`config.mk`:
```
export PLATFORM = sky130hd
export DESIGN_NAME = cpu_self_test_supervisor
export DESIGN_NICKNAME = d
export VERILOG_FILES = /design/src/self_test_pkg.sv /design/src/signature_compactor.sv /design/src/cpu_self_test_supervisor.sv
export SDC_FILE = /design/constraint.sdc
export NUM_CORES = 2
export LEC_CHECK = 0
export BUFFER_PORTS_ARGS = -buffer_cell sky130_fd_sc_hd__buf_2
export CAP_MARGIN = 20
export CORE_MARGIN = 5
export CORE_UTILIZATION = 55
export DETAILED_ROUTE_END_ITERATION = 16
export GPL_ROUTABILITY_DRIVEN = 1
export HOLD_SLACK_MARGIN = 0.02
export PLACE_DENSITY = 0.77
export SETUP_SLACK_MARGIN = 0.2
export SLEW_MARGIN = 20
export SYNTH_ARGS = -nofsm -noshare
export SYNTH_HDL_FRONTEND = slang
export SYNTH_SLANG_ARGS = --single-unit
export TNS_END_PERCENT = 100
```
`constraint.sdc`:
```
create_clock -name clk -period 6.35 [get_ports clk]
set_input_delay 1.27 -clock clk [delete_from_list [all_inputs] [get_ports clk]]
set_output_delay 1.27 -clock clk [all_outputs]
set_load 0.05 [all_outputs]
```
`src/self_test_pkg.sv`:
```
// Constants and types shared by the processor self-test supervisor.
// Assumes a single 100 MHz system clock with synchronous active-high reset.
package self_test_pkg;
  localparam int unsigned CLK_PERIOD_NS = 10;
  localparam int unsigned SIG_WIDTH = 512;
  localparam int unsigned SLICE_WIDTH = 8;
  localparam int unsigned CHAIN_COUNT = 16;
  // Completion window for one run, in microseconds.
  localparam int unsigned RUN_TIMEOUT_US = 200;
  localparam int unsigned RUN_TIMEOUT_CYC = (RUN_TIMEOUT_US * 1000) / CLK_PERIOD_NS;
  // Core reset pulse length in nanoseconds.
  localparam int unsigned CORE_RESET_NS = 80;
  localparam int unsigned CORE_RESET_CYC =
    (CORE_RESET_NS + CLK_PERIOD_NS - 1) / CLK_PERIOD_NS;
  localparam int unsigned PATTERNS_PER_SLICE = 64;
  localparam logic [31:0] LFSR_SEED = 32'hACE1_0001;
  localparam logic [31:0] LFSR_TAPS = 32'h8020_0003;

  // Fault-injection selections.
  typedef enum logic [1:0] {
    INJ_NONE,
    INJ_SIGNATURE,
    INJ_HANG
  } inject_t;

  typedef enum logic [2:0] {
    ST_IDLE,
    ST_SAVE,
    ST_SCAN,
    ST_CHECK,
    ST_RESET,
    ST_RESTORE
  } state_t;
endpackage

```
`src/signature_compactor.sv`:
```
`timescale 1ns/1ps
// Multiple-input signature register that compacts scan responses.
// Assumes the caller clears it before each run and steps it once per shift.
module signature_compactor
  import self_test_pkg::*;
#(
  parameter int unsigned WIDTH = SIG_WIDTH,
  parameter int unsigned IN_WIDTH = CHAIN_COUNT
) (
  // Clock and reset.
  input wire logic clk,
  input wire logic rst,
  // Control.
  input wire logic clear,
  input wire logic step,
  input wire logic [IN_WIDTH-1:0] response,
  // Result.
  output logic [WIDTH-1:0] signature
);
  logic [WIDTH-1:0] sig_r;

  always_ff @(posedge clk) begin
    if (rst || clear) begin
      sig_r <= '0;
    end else if (step) begin
      // Shift with feedback, folding the responses into the low bits.
      sig_r <= {sig_r[WIDTH-2:0], sig_r[WIDTH-1] ^ sig_r[WIDTH/2] ^ sig_r[1]}
               ^ {{(WIDTH-IN_WIDTH){1'b0}}, response};
    end
  end

  assign signature = sig_r;
endmodule

```
`src/cpu_self_test_supervisor.sv`:
```
`timescale 1ns/1ps
// Supervisor for the processor built-in self-test engine.
// Assumes the core drives start and slice selection and honours the scan and reset outputs.
module cpu_self_test_supervisor
  import self_test_pkg::*;
#(
  parameter int unsigned NUM_CORES = 2,
  parameter int unsigned NUM_SLICES = 16,
  parameter int unsigned TIMEOUT_CYCLES = RUN_TIMEOUT_CYC,
  parameter int unsigned SLICE_PATTERNS = PATTERNS_PER_SLICE,
  parameter logic [SIG_WIDTH-1:0] EXPECTED_SIG = '0
) (
  // Clock and reset.
  input wire logic clk,
  input wire logic rst,
  // Software request from the core.
  input wire logic start,
  input wire logic run_all,
  input wire logic [SLICE_WIDTH-1:0] slice_first,
  input wire logic [SLICE_WIDTH-1:0] slice_count,
  input wire logic [1:0] inject_sel,
  input wire logic status_clear,
  // Scan chain access.
  output logic scan_enable,
  output logic [CHAIN_COUNT-1:0] scan_in,
  input wire logic [CHAIN_COUNT-1:0] scan_out,
  // Core context and reset.
  output logic context_save,
  output logic context_restore,
  output logic core_reset,
  // Error signalling.
  output logic [NUM_CORES-1:0] nmi,
  output logic error_status_pin,
  // Status held across the core reset.
  output logic busy,
  output logic stat_done,
  output logic stat_pass,
  output logic stat_mismatch,
  output logic stat_timeout,
  output logic [SIG_WIDTH-1:0] stat_signature
);
  state_t state_r;
  logic [31:0] timer_r;
  logic [31:0] lfsr_r;
  logic [15:0] pat_r;
  logic [SLICE_WIDTH-1:0] slice_r;
  logic [SLICE_WIDTH-1:0] last_slice_r;
  logic [7:0] rst_cnt_r;
  inject_t inject_r;
  logic fail_r;
  logic sig_clear;
  logic sig_step;
  logic [SIG_WIDTH-1:0] signature;
  logic timeout_hit;
  logic slice_end;

  assign timeout_hit = (state_r == ST_SCAN) && (timer_r >= TIMEOUT_CYCLES - 1);
  assign slice_end = (pat_r == 16'(SLICE_PATTERNS - 1));
  // A hang injection freezes pattern stepping so the run can only end by timeout.
  assign sig_step = (state_r == ST_SCAN) && (inject_r != INJ_HANG);
  assign sig_clear = (state_r == ST_SAVE);

  signature_compactor #(
    .WIDTH(SIG_WIDTH),
    .IN_WIDTH(CHAIN_COUNT)
  ) u_compactor (
    .clk(clk),
    .rst(rst),
    .clear(sig_clear),
    .step(sig_step),
    .response(scan_out),
    .signature(signature)
  );

  // Main sequence.
  always_ff @(posedge clk) begin
    if (rst) begin
      state_r <= ST_IDLE;
    end else begin
      case (state_r)
        ST_IDLE: if (start) state_r <= ST_SAVE;
        ST_SAVE: state_r <= ST_SCAN;
        ST_SCAN: begin
          if (timeout_hit) begin
            state_r <= ST_RESET;
          end else if (sig_step && slice_end && slice_r == last_slice_r) begin
            state_r <= ST_CHECK;
          end
        end
        ST_CHECK: state_r <= ST_RESET;
        ST_RESET: if (rst_cnt_r == 8'(CORE_RESET_CYC - 1)) state_r <= ST_RESTORE;
        ST_RESTORE: state_r <= ST_IDLE;
        default: state_r <= ST_IDLE;
      endcase
    end
  end

  // Slice range and fault selection captured at start.
  always_ff @(posedge clk) begin
    if (rst) begin
      slice_r <= '0;
      last_slice_r <= '0;
      inject_r <= INJ_NONE;
    end else if (state_r == ST_IDLE && start) begin
      inject_r <= inject_t'(inject_sel);
      if (run_all || slice_count == '0) begin
        slice_r <= '0;
        last_slice_r <= SLICE_WIDTH'(NUM_SLICES - 1);
      end else begin
        slice_r <= slice_first;
        last_slice_r <= slice_first + slice_count - 1'b1;
      end
    end else if (sig_step && slice_end && slice_r != last_slice_r) begin
      slice_r <= slice_r + 1'b1;
    end
  end

  // Pattern generator feeding the scan chains.
  always_ff @(posedge clk) begin
    if (rst) begin
      lfsr_r <= LFSR_SEED;
      pat_r <= '0;
    end else if (state_r == ST_SAVE) begin
      lfsr_r <= LFSR_SEED ^ {24'h00_0000, slice_r};
      pat_r <= '0;
    end else if (sig_step) begin
      lfsr_r <= {lfsr_r[30:0], ^(lfsr_r & LFSR_TAPS)};
      pat_r <= slice_end ? 16'h0000 : pat_r + 16'h0001;
    end
  end

  // Timeout counter, armed unconditionally whenever scanning.
  always_ff @(posedge clk) begin
    if (rst || state_r != ST_SCAN) begin
      timer_r <= '0;
    end else begin
      timer_r <= timer_r + 32'h0000_0001;
    end
  end

  // Core reset pulse length.
  always_ff @(posedge clk) begin
    if (rst || state_r != ST_RESET) begin
      rst_cnt_r <= '0;
    end else begin
      rst_cnt_r <= rst_cnt_r + 8'h01;
    end
  end

  // Outcome status; only the device reset, a new start or software clear wipes the flags, and only the device reset wipes stat_signature.
  always_ff @(posedge clk) begin
    if (rst) begin
      stat_done <= 1'b0;
      stat_pass <= 1'b0;
      stat_mismatch <= 1'b0;
      stat_timeout <= 1'b0;
      stat_signature <= '0;
      fail_r <= 1'b0;
    end else if (state_r == ST_IDLE && start) begin
      stat_done <= 1'b0;
      stat_pass <= 1'b0;
      stat_mismatch <= 1'b0;
      stat_timeout <= 1'b0;
      fail_r <= 1'b0;
    end else if (timeout_hit) begin
      stat_timeout <= 1'b1;
      stat_done <= 1'b1;
      stat_signature <= signature;
      fail_r <= 1'b1;
    end else if (state_r == ST_CHECK) begin
      stat_done <= 1'b1;
      stat_signature <= signature;
      // Flipping the low bit proves the comparator catches corruption.
      if ((signature ^ {{(SIG_WIDTH-1){1'b0}}, inject_r == INJ_SIGNATURE}) == EXPECTED_SIG) begin
        stat_pass <= 1'b1;
      end else begin
        stat_mismatch <= 1'b1;
        fail_r <= 1'b1;
      end
    end else if (status_clear && state_r == ST_IDLE) begin
      stat_done <= 1'b0;
      stat_pass <= 1'b0;
      stat_mismatch <= 1'b0;
      stat_timeout <= 1'b0;
    end
  end

  // Error signalling: all cores get the NMI; it holds until the next run or clear.
  always_ff @(posedge clk) begin
    if (rst) begin
      nmi <= '0;
      error_status_pin <= 1'b0;
    end else if (state_r == ST_RESTORE && fail_r) begin
      nmi <= '1;
      error_status_pin <= 1'b1;
    end else if ((state_r == ST_IDLE && (start || status_clear))) begin
      nmi <= '0;
      error_status_pin <= 1'b0;
    end
  end

  // Registered scan and core control.
  always_ff @(posedge clk) begin
    if (rst) begin
      scan_enable <= 1'b0;
      scan_in <= '0;
      context_save <= 1'b0;
      context_restore <= 1'b0;
      core_reset <= 1'b0;
      busy <= 1'b0;
    end else begin
      scan_enable <= sig_step && !timeout_hit;
      scan_in <= lfsr_r[CHAIN_COUNT-1:0];
      context_save <= (state_r == ST_IDLE) && start;
      context_restore <= (state_r == ST_RESET) && (rst_cnt_r == 8'(CORE_RESET_CYC - 1));
      core_reset <= (state_r == ST_CHECK) || timeout_hit || 
                    ((state_r == ST_RESET) && (rst_cnt_r != 8'(CORE_RESET_CYC - 1)));
      busy <= (state_r != ST_IDLE) || start;
    end
  end
endmodule

```
# Yosys cells after proc, flatten, opt, wreduce, memory -nomap -nowiden
# Cells that the tools add are included.
dict set report word_totals {
  reg_bits 1162
  latch_bits 0
  ramBits 0
  rom_bits 0
  in_bits 39
  output_inout_bits 540
  word_cells 129
  memories 0
}
dict set report classes {
  addsub 6
  n_mul 0
  div 0
  order_cmp 1
  n_eq_ne 21
  shifts 0
  mux 29
  n_bitwise 7
  n_reduce_logical 41
}
# op n
set op_table {}
lappend op_table {{two-way mux 512 bit} 2}
lappend op_table {{zero test 512 bit} 1}
lappend op_table {{XOR 512 x 1 -> 512 bit} 1}
lappend op_table {{XOR 512 x 16 -> 512 bit} 1}
lappend op_table {{two-way mux 32 bit} 2}
lappend op_table {{adder 32 x 1 -> 32 bit (second input constant)} 1}
lappend op_table {{>= comparator 32 x 15 -> 1 bit (second input constant)} 1}
lappend op_table {{two-way mux 8 bit} 4}
lappend op_table {{parity 32 bit} 1}
lappend op_table {{adder 16 x 1 -> 16 bit (second input constant)} 1}
lappend op_table {{adder 8 x 1 -> 8 bit (second input constant)} 2}
lappend op_table {{== test 16 x 6 -> 1 bit (second input constant)} 1}
lappend op_table {{two-way mux 16 bit} 1}
lappend op_table {{case mux 3 bit (5 select lines)} 1}
lappend op_table {{two-way mux 1 bit} 13}
lappend op_table {{logical AND 1 bit} 12}
lappend op_table {{two-way mux 3 bit} 4}
lappend op_table {{!= test 2 bit (second input constant)} 6}
lappend op_table {{nonzero test 2 bit} 6}
lappend op_table {{NOT 1 -> 9 bit} 1}
lappend op_table {{AND reduction 3 bit} 3}
lappend op_table {{adder 8 bit} 1}
lappend op_table {{== test 8 x 3 -> 1 bit (second input constant)} 1}
lappend op_table {{== test 8 bit} 1}
lappend op_table {{20 further kinds} 37}

# Depth between registers and ports, before layout
dict set report depth {
  depth_word 7
  ltp_mapped 12
  depth_no_buf 12
}

# Modules after synthesis
# A second synthesis with hierarchy kept.
dict set report unflattened {
  cells_unflattened 4199
  area_unflattened_um2 43738.2
}
# module instances cells_per_inst area_each_um2 seq_area_each_um2
set by_module_without_submodules {}
lappend by_module_without_submodules {cpu_self_test_supervisor 1 2528 25026.5 12972.4}
lappend by_module_without_submodules {signature_compactor 1 1671 18711.7 10249.8}

# Least setup slack after synthesis
# No wires, ideal clock.
dict set report synth_timing {
  path_type {input -> register}
  from {input slice_first[1]}
  to {register last_slice_r[7]}
  setup_ns 0.070
  arrival_ns 2.919
  required_time_ns 6.280
  path_slack_ns 3.360
  stages 12
  path_buffers 0
  path_cell_list {inv_1 > ha_1 > inv_1 > ha_1 > inv_1 > fa_1 > nor2b_1 > o21ai_0 > a21oi_1 > nor3_1 > nand4b_1 > a21oi_1}
}
dict set report synth_via {
  elab_chain_len 3
}
# element line
set synth_rtl {}
lappend synth_rtl {{start, declared} cpu_self_test_supervisor.sv:19} ;# input wire logic [SLICE_WIDTH-1:0] slice_first,
lappend synth_rtl {{adder 8 bit} cpu_self_test_supervisor.sv:111} ;# last_slice_r <= slice_first + slice_count - 1'b1;
lappend synth_rtl {{subtractor 8 x 1 -> 8 bit} cpu_self_test_supervisor.sv:111}
lappend synth_rtl {{two-way mux 8 bit} cpu_self_test_supervisor.sv:106} ;# if (run_all || slice_count == '0) begin
lappend synth_rtl {{end signal, assigned} cpu_self_test_supervisor.sv:108} ;# last_slice_r <= SLICE_WIDTH'(NUM_SLICES - 1);
lappend synth_rtl {{end signal, assigned} cpu_self_test_supervisor.sv:111}
lappend synth_rtl {{end, declared} cpu_self_test_supervisor.sv:47} ;# logic [SLICE_WIDTH-1:0] last_slice_r;
# Every way passes these cells.
# A chain may end at the register's enable or synchronous reset.

# Worst setup path in the final report
dict set report layout_timing {
  from {register timer_r[10]}
  to {register stat_signature[436]}
}
dict set report layout_via {
  elab_chain_len 4
  word_cells_on_any_way 5
  cone_classes {1 x order compare; 1 x mux; 3 x reduce/logical}
}
# element line
set layout_rtl {}
lappend layout_rtl {{start, declared} cpu_self_test_supervisor.sv:43} ;# logic [31:0] timer_r;
lappend layout_rtl {{start signal, assigned} cpu_self_test_supervisor.sv:137} ;# timer_r <= timer_r + 32'h0000_0001;
lappend layout_rtl {{>= comparator 32 x 15 -> 1 bit *} cpu_self_test_supervisor.sv:57} ;# assign timeout_hit = (state_r == ST_SCAN) && (timer_r >= TIMEOUT_CYCLES - 1);
lappend layout_rtl {{logical AND 1 bit *} cpu_self_test_supervisor.sv:57}
lappend layout_rtl {{nonzero test 2 bit (no line)} -}
lappend layout_rtl {{AND reduction 2 bit (no line)} -}
lappend layout_rtl {{end signal, assigned} cpu_self_test_supervisor.sv:168} ;# stat_signature <= signature;
lappend layout_rtl {{end signal, assigned} cpu_self_test_supervisor.sv:172} ;# stat_signature <= signature;
lappend layout_rtl {{end, declared} cpu_self_test_supervisor.sv:40} ;# output logic [SIG_WIDTH-1:0] stat_signature
# Every way passes the cells marked *; elsewhere a longest branch is shown, timed or not.

==> qor.csv <==
stage,metric,value,unit
clock_network,CTS Buffer Depth,3,
die,initial core utilization,55.24,%
finish,Final Instance Area,0.04891,mm²
finish,Final #Nets,5728,
sta,RSZ-0062 raised after global routing,false,
power_and_ir_drop,Tot Pwr,15.56,mW
worst_setup_path,Setup Crit Path Kind,reg2reg,
placement,port bufs,578,
die,Die X,285.7,µm
finish,"most common cell after layout, fill and taps aside",nand2_1,
route,Wirelength per Cell,18.03,µm
finish,synth-to-layout area growth,16.96,%
worst_setup_path,most used cell along the critical path,nand2_1,
clock_network,H-tree levels,3,
power_and_ir_drop,Pleak,17.94,nW
sta,max-slew violation count,0,
yosys,ys async rst share,0,%
route,total number of vias,37660,
placement,Placed Area,0.04491,mm²
die,IO Count,579,
sta,crit path time final,3549,ps
sta,Max-slew headroom,18.63,%
route,Met1 Wirelength,50.94,mm
yosys,"Distinct cells, synth",47,
worst_setup_path,CP Launch Type,register,
worst_setup_path,crit-path leading delay family,compound AO/OA/AOI/OAI gates,
sta,period utilization,55.90,%
sta,setup tns final,0,ps
worst_setup_path,Critical Path Fanout Max,93,
finish,most frequent cells in the layout,"2111 x nand2_1, 1160 x dfxtp_1, 1057 x a21oi_1",
global_routing,initial antenna violation count,4,
worst_setup_path,crit path capture type,register,
worst_setup_path,worst-path cell chain,nand2_1 -> o21a_1 -> o2111ai_1 -> o21a_4 -> buf_4 -> nand2_1 -> a21oi_1,
route,DR WL met3,9.612,mm
yosys,#FFs+latches synth,1160,
die,Core Area,0.07570,mm²
hold_path,Hold WC Path Type,reg2reg,
worst_setup_path,Slowest cell on crit path,buf_4,
global_routing,pin count of the biggest net entering global routing,239,
finish,post-route insts no fill,6749,
placement,Inst Count DP,6533,
route,top layer in use,met4,
clock_network,CTS Sinks,1160,
power_and_ir_drop,P_sw,3.899,mW
power_and_ir_drop,VDD IR-drop max,0.0003071,V
worst_setup_path,flop2flop setup slack,2800,ps
yosys,Synth Cell Area,0.04182,mm²
global_routing,GR Util All Layers,28.21,%
yosys,syn nets,5377,
yosys,main flop type after synthesis,dfxtp_1,
global_routing,vias in the first global route,34470,
power_and_ir_drop,power share of the combinational group,7.4,%
run,max_cap viols,0,
route,Routed WL,121.7,mm
route,Initial DRC Count,3783,
die,DIE AREA,0.08164,mm²
route,Detail Route met2 WL,55.31,mm
clock_network,"Reg clk slew, reported paths",60,ps
power_and_ir_drop,Sw Ratio,25.05,%
die,row count,101,
power_and_ir_drop,Power Dens Cells,318.3,mW/mm²
sta,clk_skew,23.87,ps
power_and_ir_drop,Int Pwr,11.67,mW
clock_network,setup bufs post-CTS,0,
worst_setup_path,worst path bufs/invs,1,
power_and_ir_drop,Reg power frac,47.5,%
route,Post-DRT Antenna Nets,0,
route,DRT Pass-1 Iters,6,
clock_network,root buffer cell,clkbuf_16,
sta,Final Hold Viols,0,
finish,share of cells above drive strength 1,14.11,%
worst_setup_path,WP data required,6950,ps
sta,Least-Margin Pin Slew,1209,ps
clock_network,Inserted Clock Buffers,114,
clock_network,CTS Hold Bufs,0,
placement,DP HPWL,80.48,mm
route,residual DRC count,0,
yosys,Synth Instances,5320,
yosys,number of synthesized flops with an enable pin,0,
clock_network,worst-skew pair later-pin latency,680,ps
sta,FMAX,0.2817,GHz
clock_network,PostCTS Resize Cnt,0,
yosys,sequential fraction of the synthesis area,55.54,%
clock_network,TritonCTS clock tree,done,
global_routing,GRT overflow,0,
route,vias per std cell,5.581,
yosys,Mean Syn Cell Area,7.860,µm²
die,chip height,285.7,µm
worst_setup_path,Critical Path Max Stage Delay,870,ps
power_and_ir_drop,Clock power frac,45.0,%
sta,setup violators final,0,
yosys,Syn. warnings,0,
global_routing,first-pass GRT wire length,189.3,mm
placement,GP Congestion,0.8633,
worst_setup_path,Crit path arrival time,4150,ps
run_status,status,"finished, final reports clean",
==> cell families (layout without fill, tap and decap cells) <==
logic type      Yosys count  count (layout)  synth area share (%)
simple gates           2518            2518                 24.43
flops                  1160            1160                 55.54
compound gates         1125            1125                 13.81
buf+inv                 414             861                 3.887
xor+xnor                 85              85                 1.780
fa+ha+maj                18              18                0.5565
other cells               0               4                     0
==> final cells by class <==
class	count	area, µm²
fill	6425	26790
sequential	1160	23220
multi-input combinational	3746	17010
clock buffer	168	3407
timing repair buffer	610	3306
tap	978	1224
clock inverter	44	576.8
inverter	39	146.4
antenna	4	10.01
==> Yosys cell counts (3+ instances only) <==
master    number  share of area, %
or3_1         11              0.16
nor3b_1        3             0.054
a211oi_1      22              0.39
nor3_1        14              0.17
a22o_1         5              0.10
a21oi_1     1057                13
xor2_1        36              0.75
dfxtp_1     1160                56
nor2b_1       21              0.31
buf_1          7             0.063
nand2b_1       7              0.10
a311oi_1       4             0.084
nor4_1       145               2.2
nand3_1       33              0.39
nor2_1       100              0.90
and3_1         6             0.090
o22ai_1        3             0.045
ha_1          17              0.51
o21ai_0       16              0.19
and2_1         5             0.075
clkbuf_1     317               2.8
buf_4          3             0.054
a22oi_1        8              0.14
inv_1         39              0.35
xnor2_1       49               1.0
nand4_1       42              0.63
nand2_1     2112                19
buf_2         48              0.57
and4_1         6              0.13
==> flip-flops by register name, summed over array words and instances, names as in the netlist <==
signal and cells:
stat_signature 512, u_compactor.signature 512, lfsr_r 32, timer_r 32, pat_r 16, scan_in 16
last_slice_r 8, rst_cnt_r 8, slice_r 8, state_r 3, inject_r 2, busy 1
context_restore 1, context_save 1, core_reset 1, fail_r 1, nmi 1, scan_enable 1
stat_done 1, stat_mismatch 1, stat_pass 1, stat_timeout 1
==> power by group through the flow <==
stage	sequential [mW]	combinational [mW]	clock, mW
global route	7.40	1.26	7.43
global placement	7.56	1.13	0
finish	7.40	1.16	7.01
detailed placement	7.56	1.14	0
floorplan	7.55	0.840	0
CTS	7.40	1.15	7.09
==> layer usage <==
metal / track usage [%] / vias to the layer above
li1: - / 18210
met1: 37.58 / 17900
met2: 44.36 / 1308
met3: 6.056 / 245
met4: 12.68 / 0
met5: 0 / -
==> stage by stage <==
step | hold WS [ps] | utilization [%] | worst slack (ps)
floorplan | 429.7 | - | 3360
global route | 462.6 | 64.61 | 2497
CTS | 451.4 | 64.59 | 2792
detailed placement | 443.0 | 59.33 | 2602
global placement | 439.1 | 59.33 | 2633
finish | 449.8 | 64.61 | 2801
==> worst min-delay path, stage by stage, from the launching register on <==
cell     delay [ps]
dfxtp_1         300
nand2_1          50
a21oi_1          50
==> worst paths after layout <==
path,cells past startpoint,start,end
setup / recovery,7,timer_r[10],stat_signature[436]
hold / removal,2,stat_signature[226],stat_signature[226]
setup reg to reg,7,timer_r[10],stat_signature[436]
hold reg to reg,2,stat_signature[226],stat_signature[226]
(Power assumes the default switching activity.)
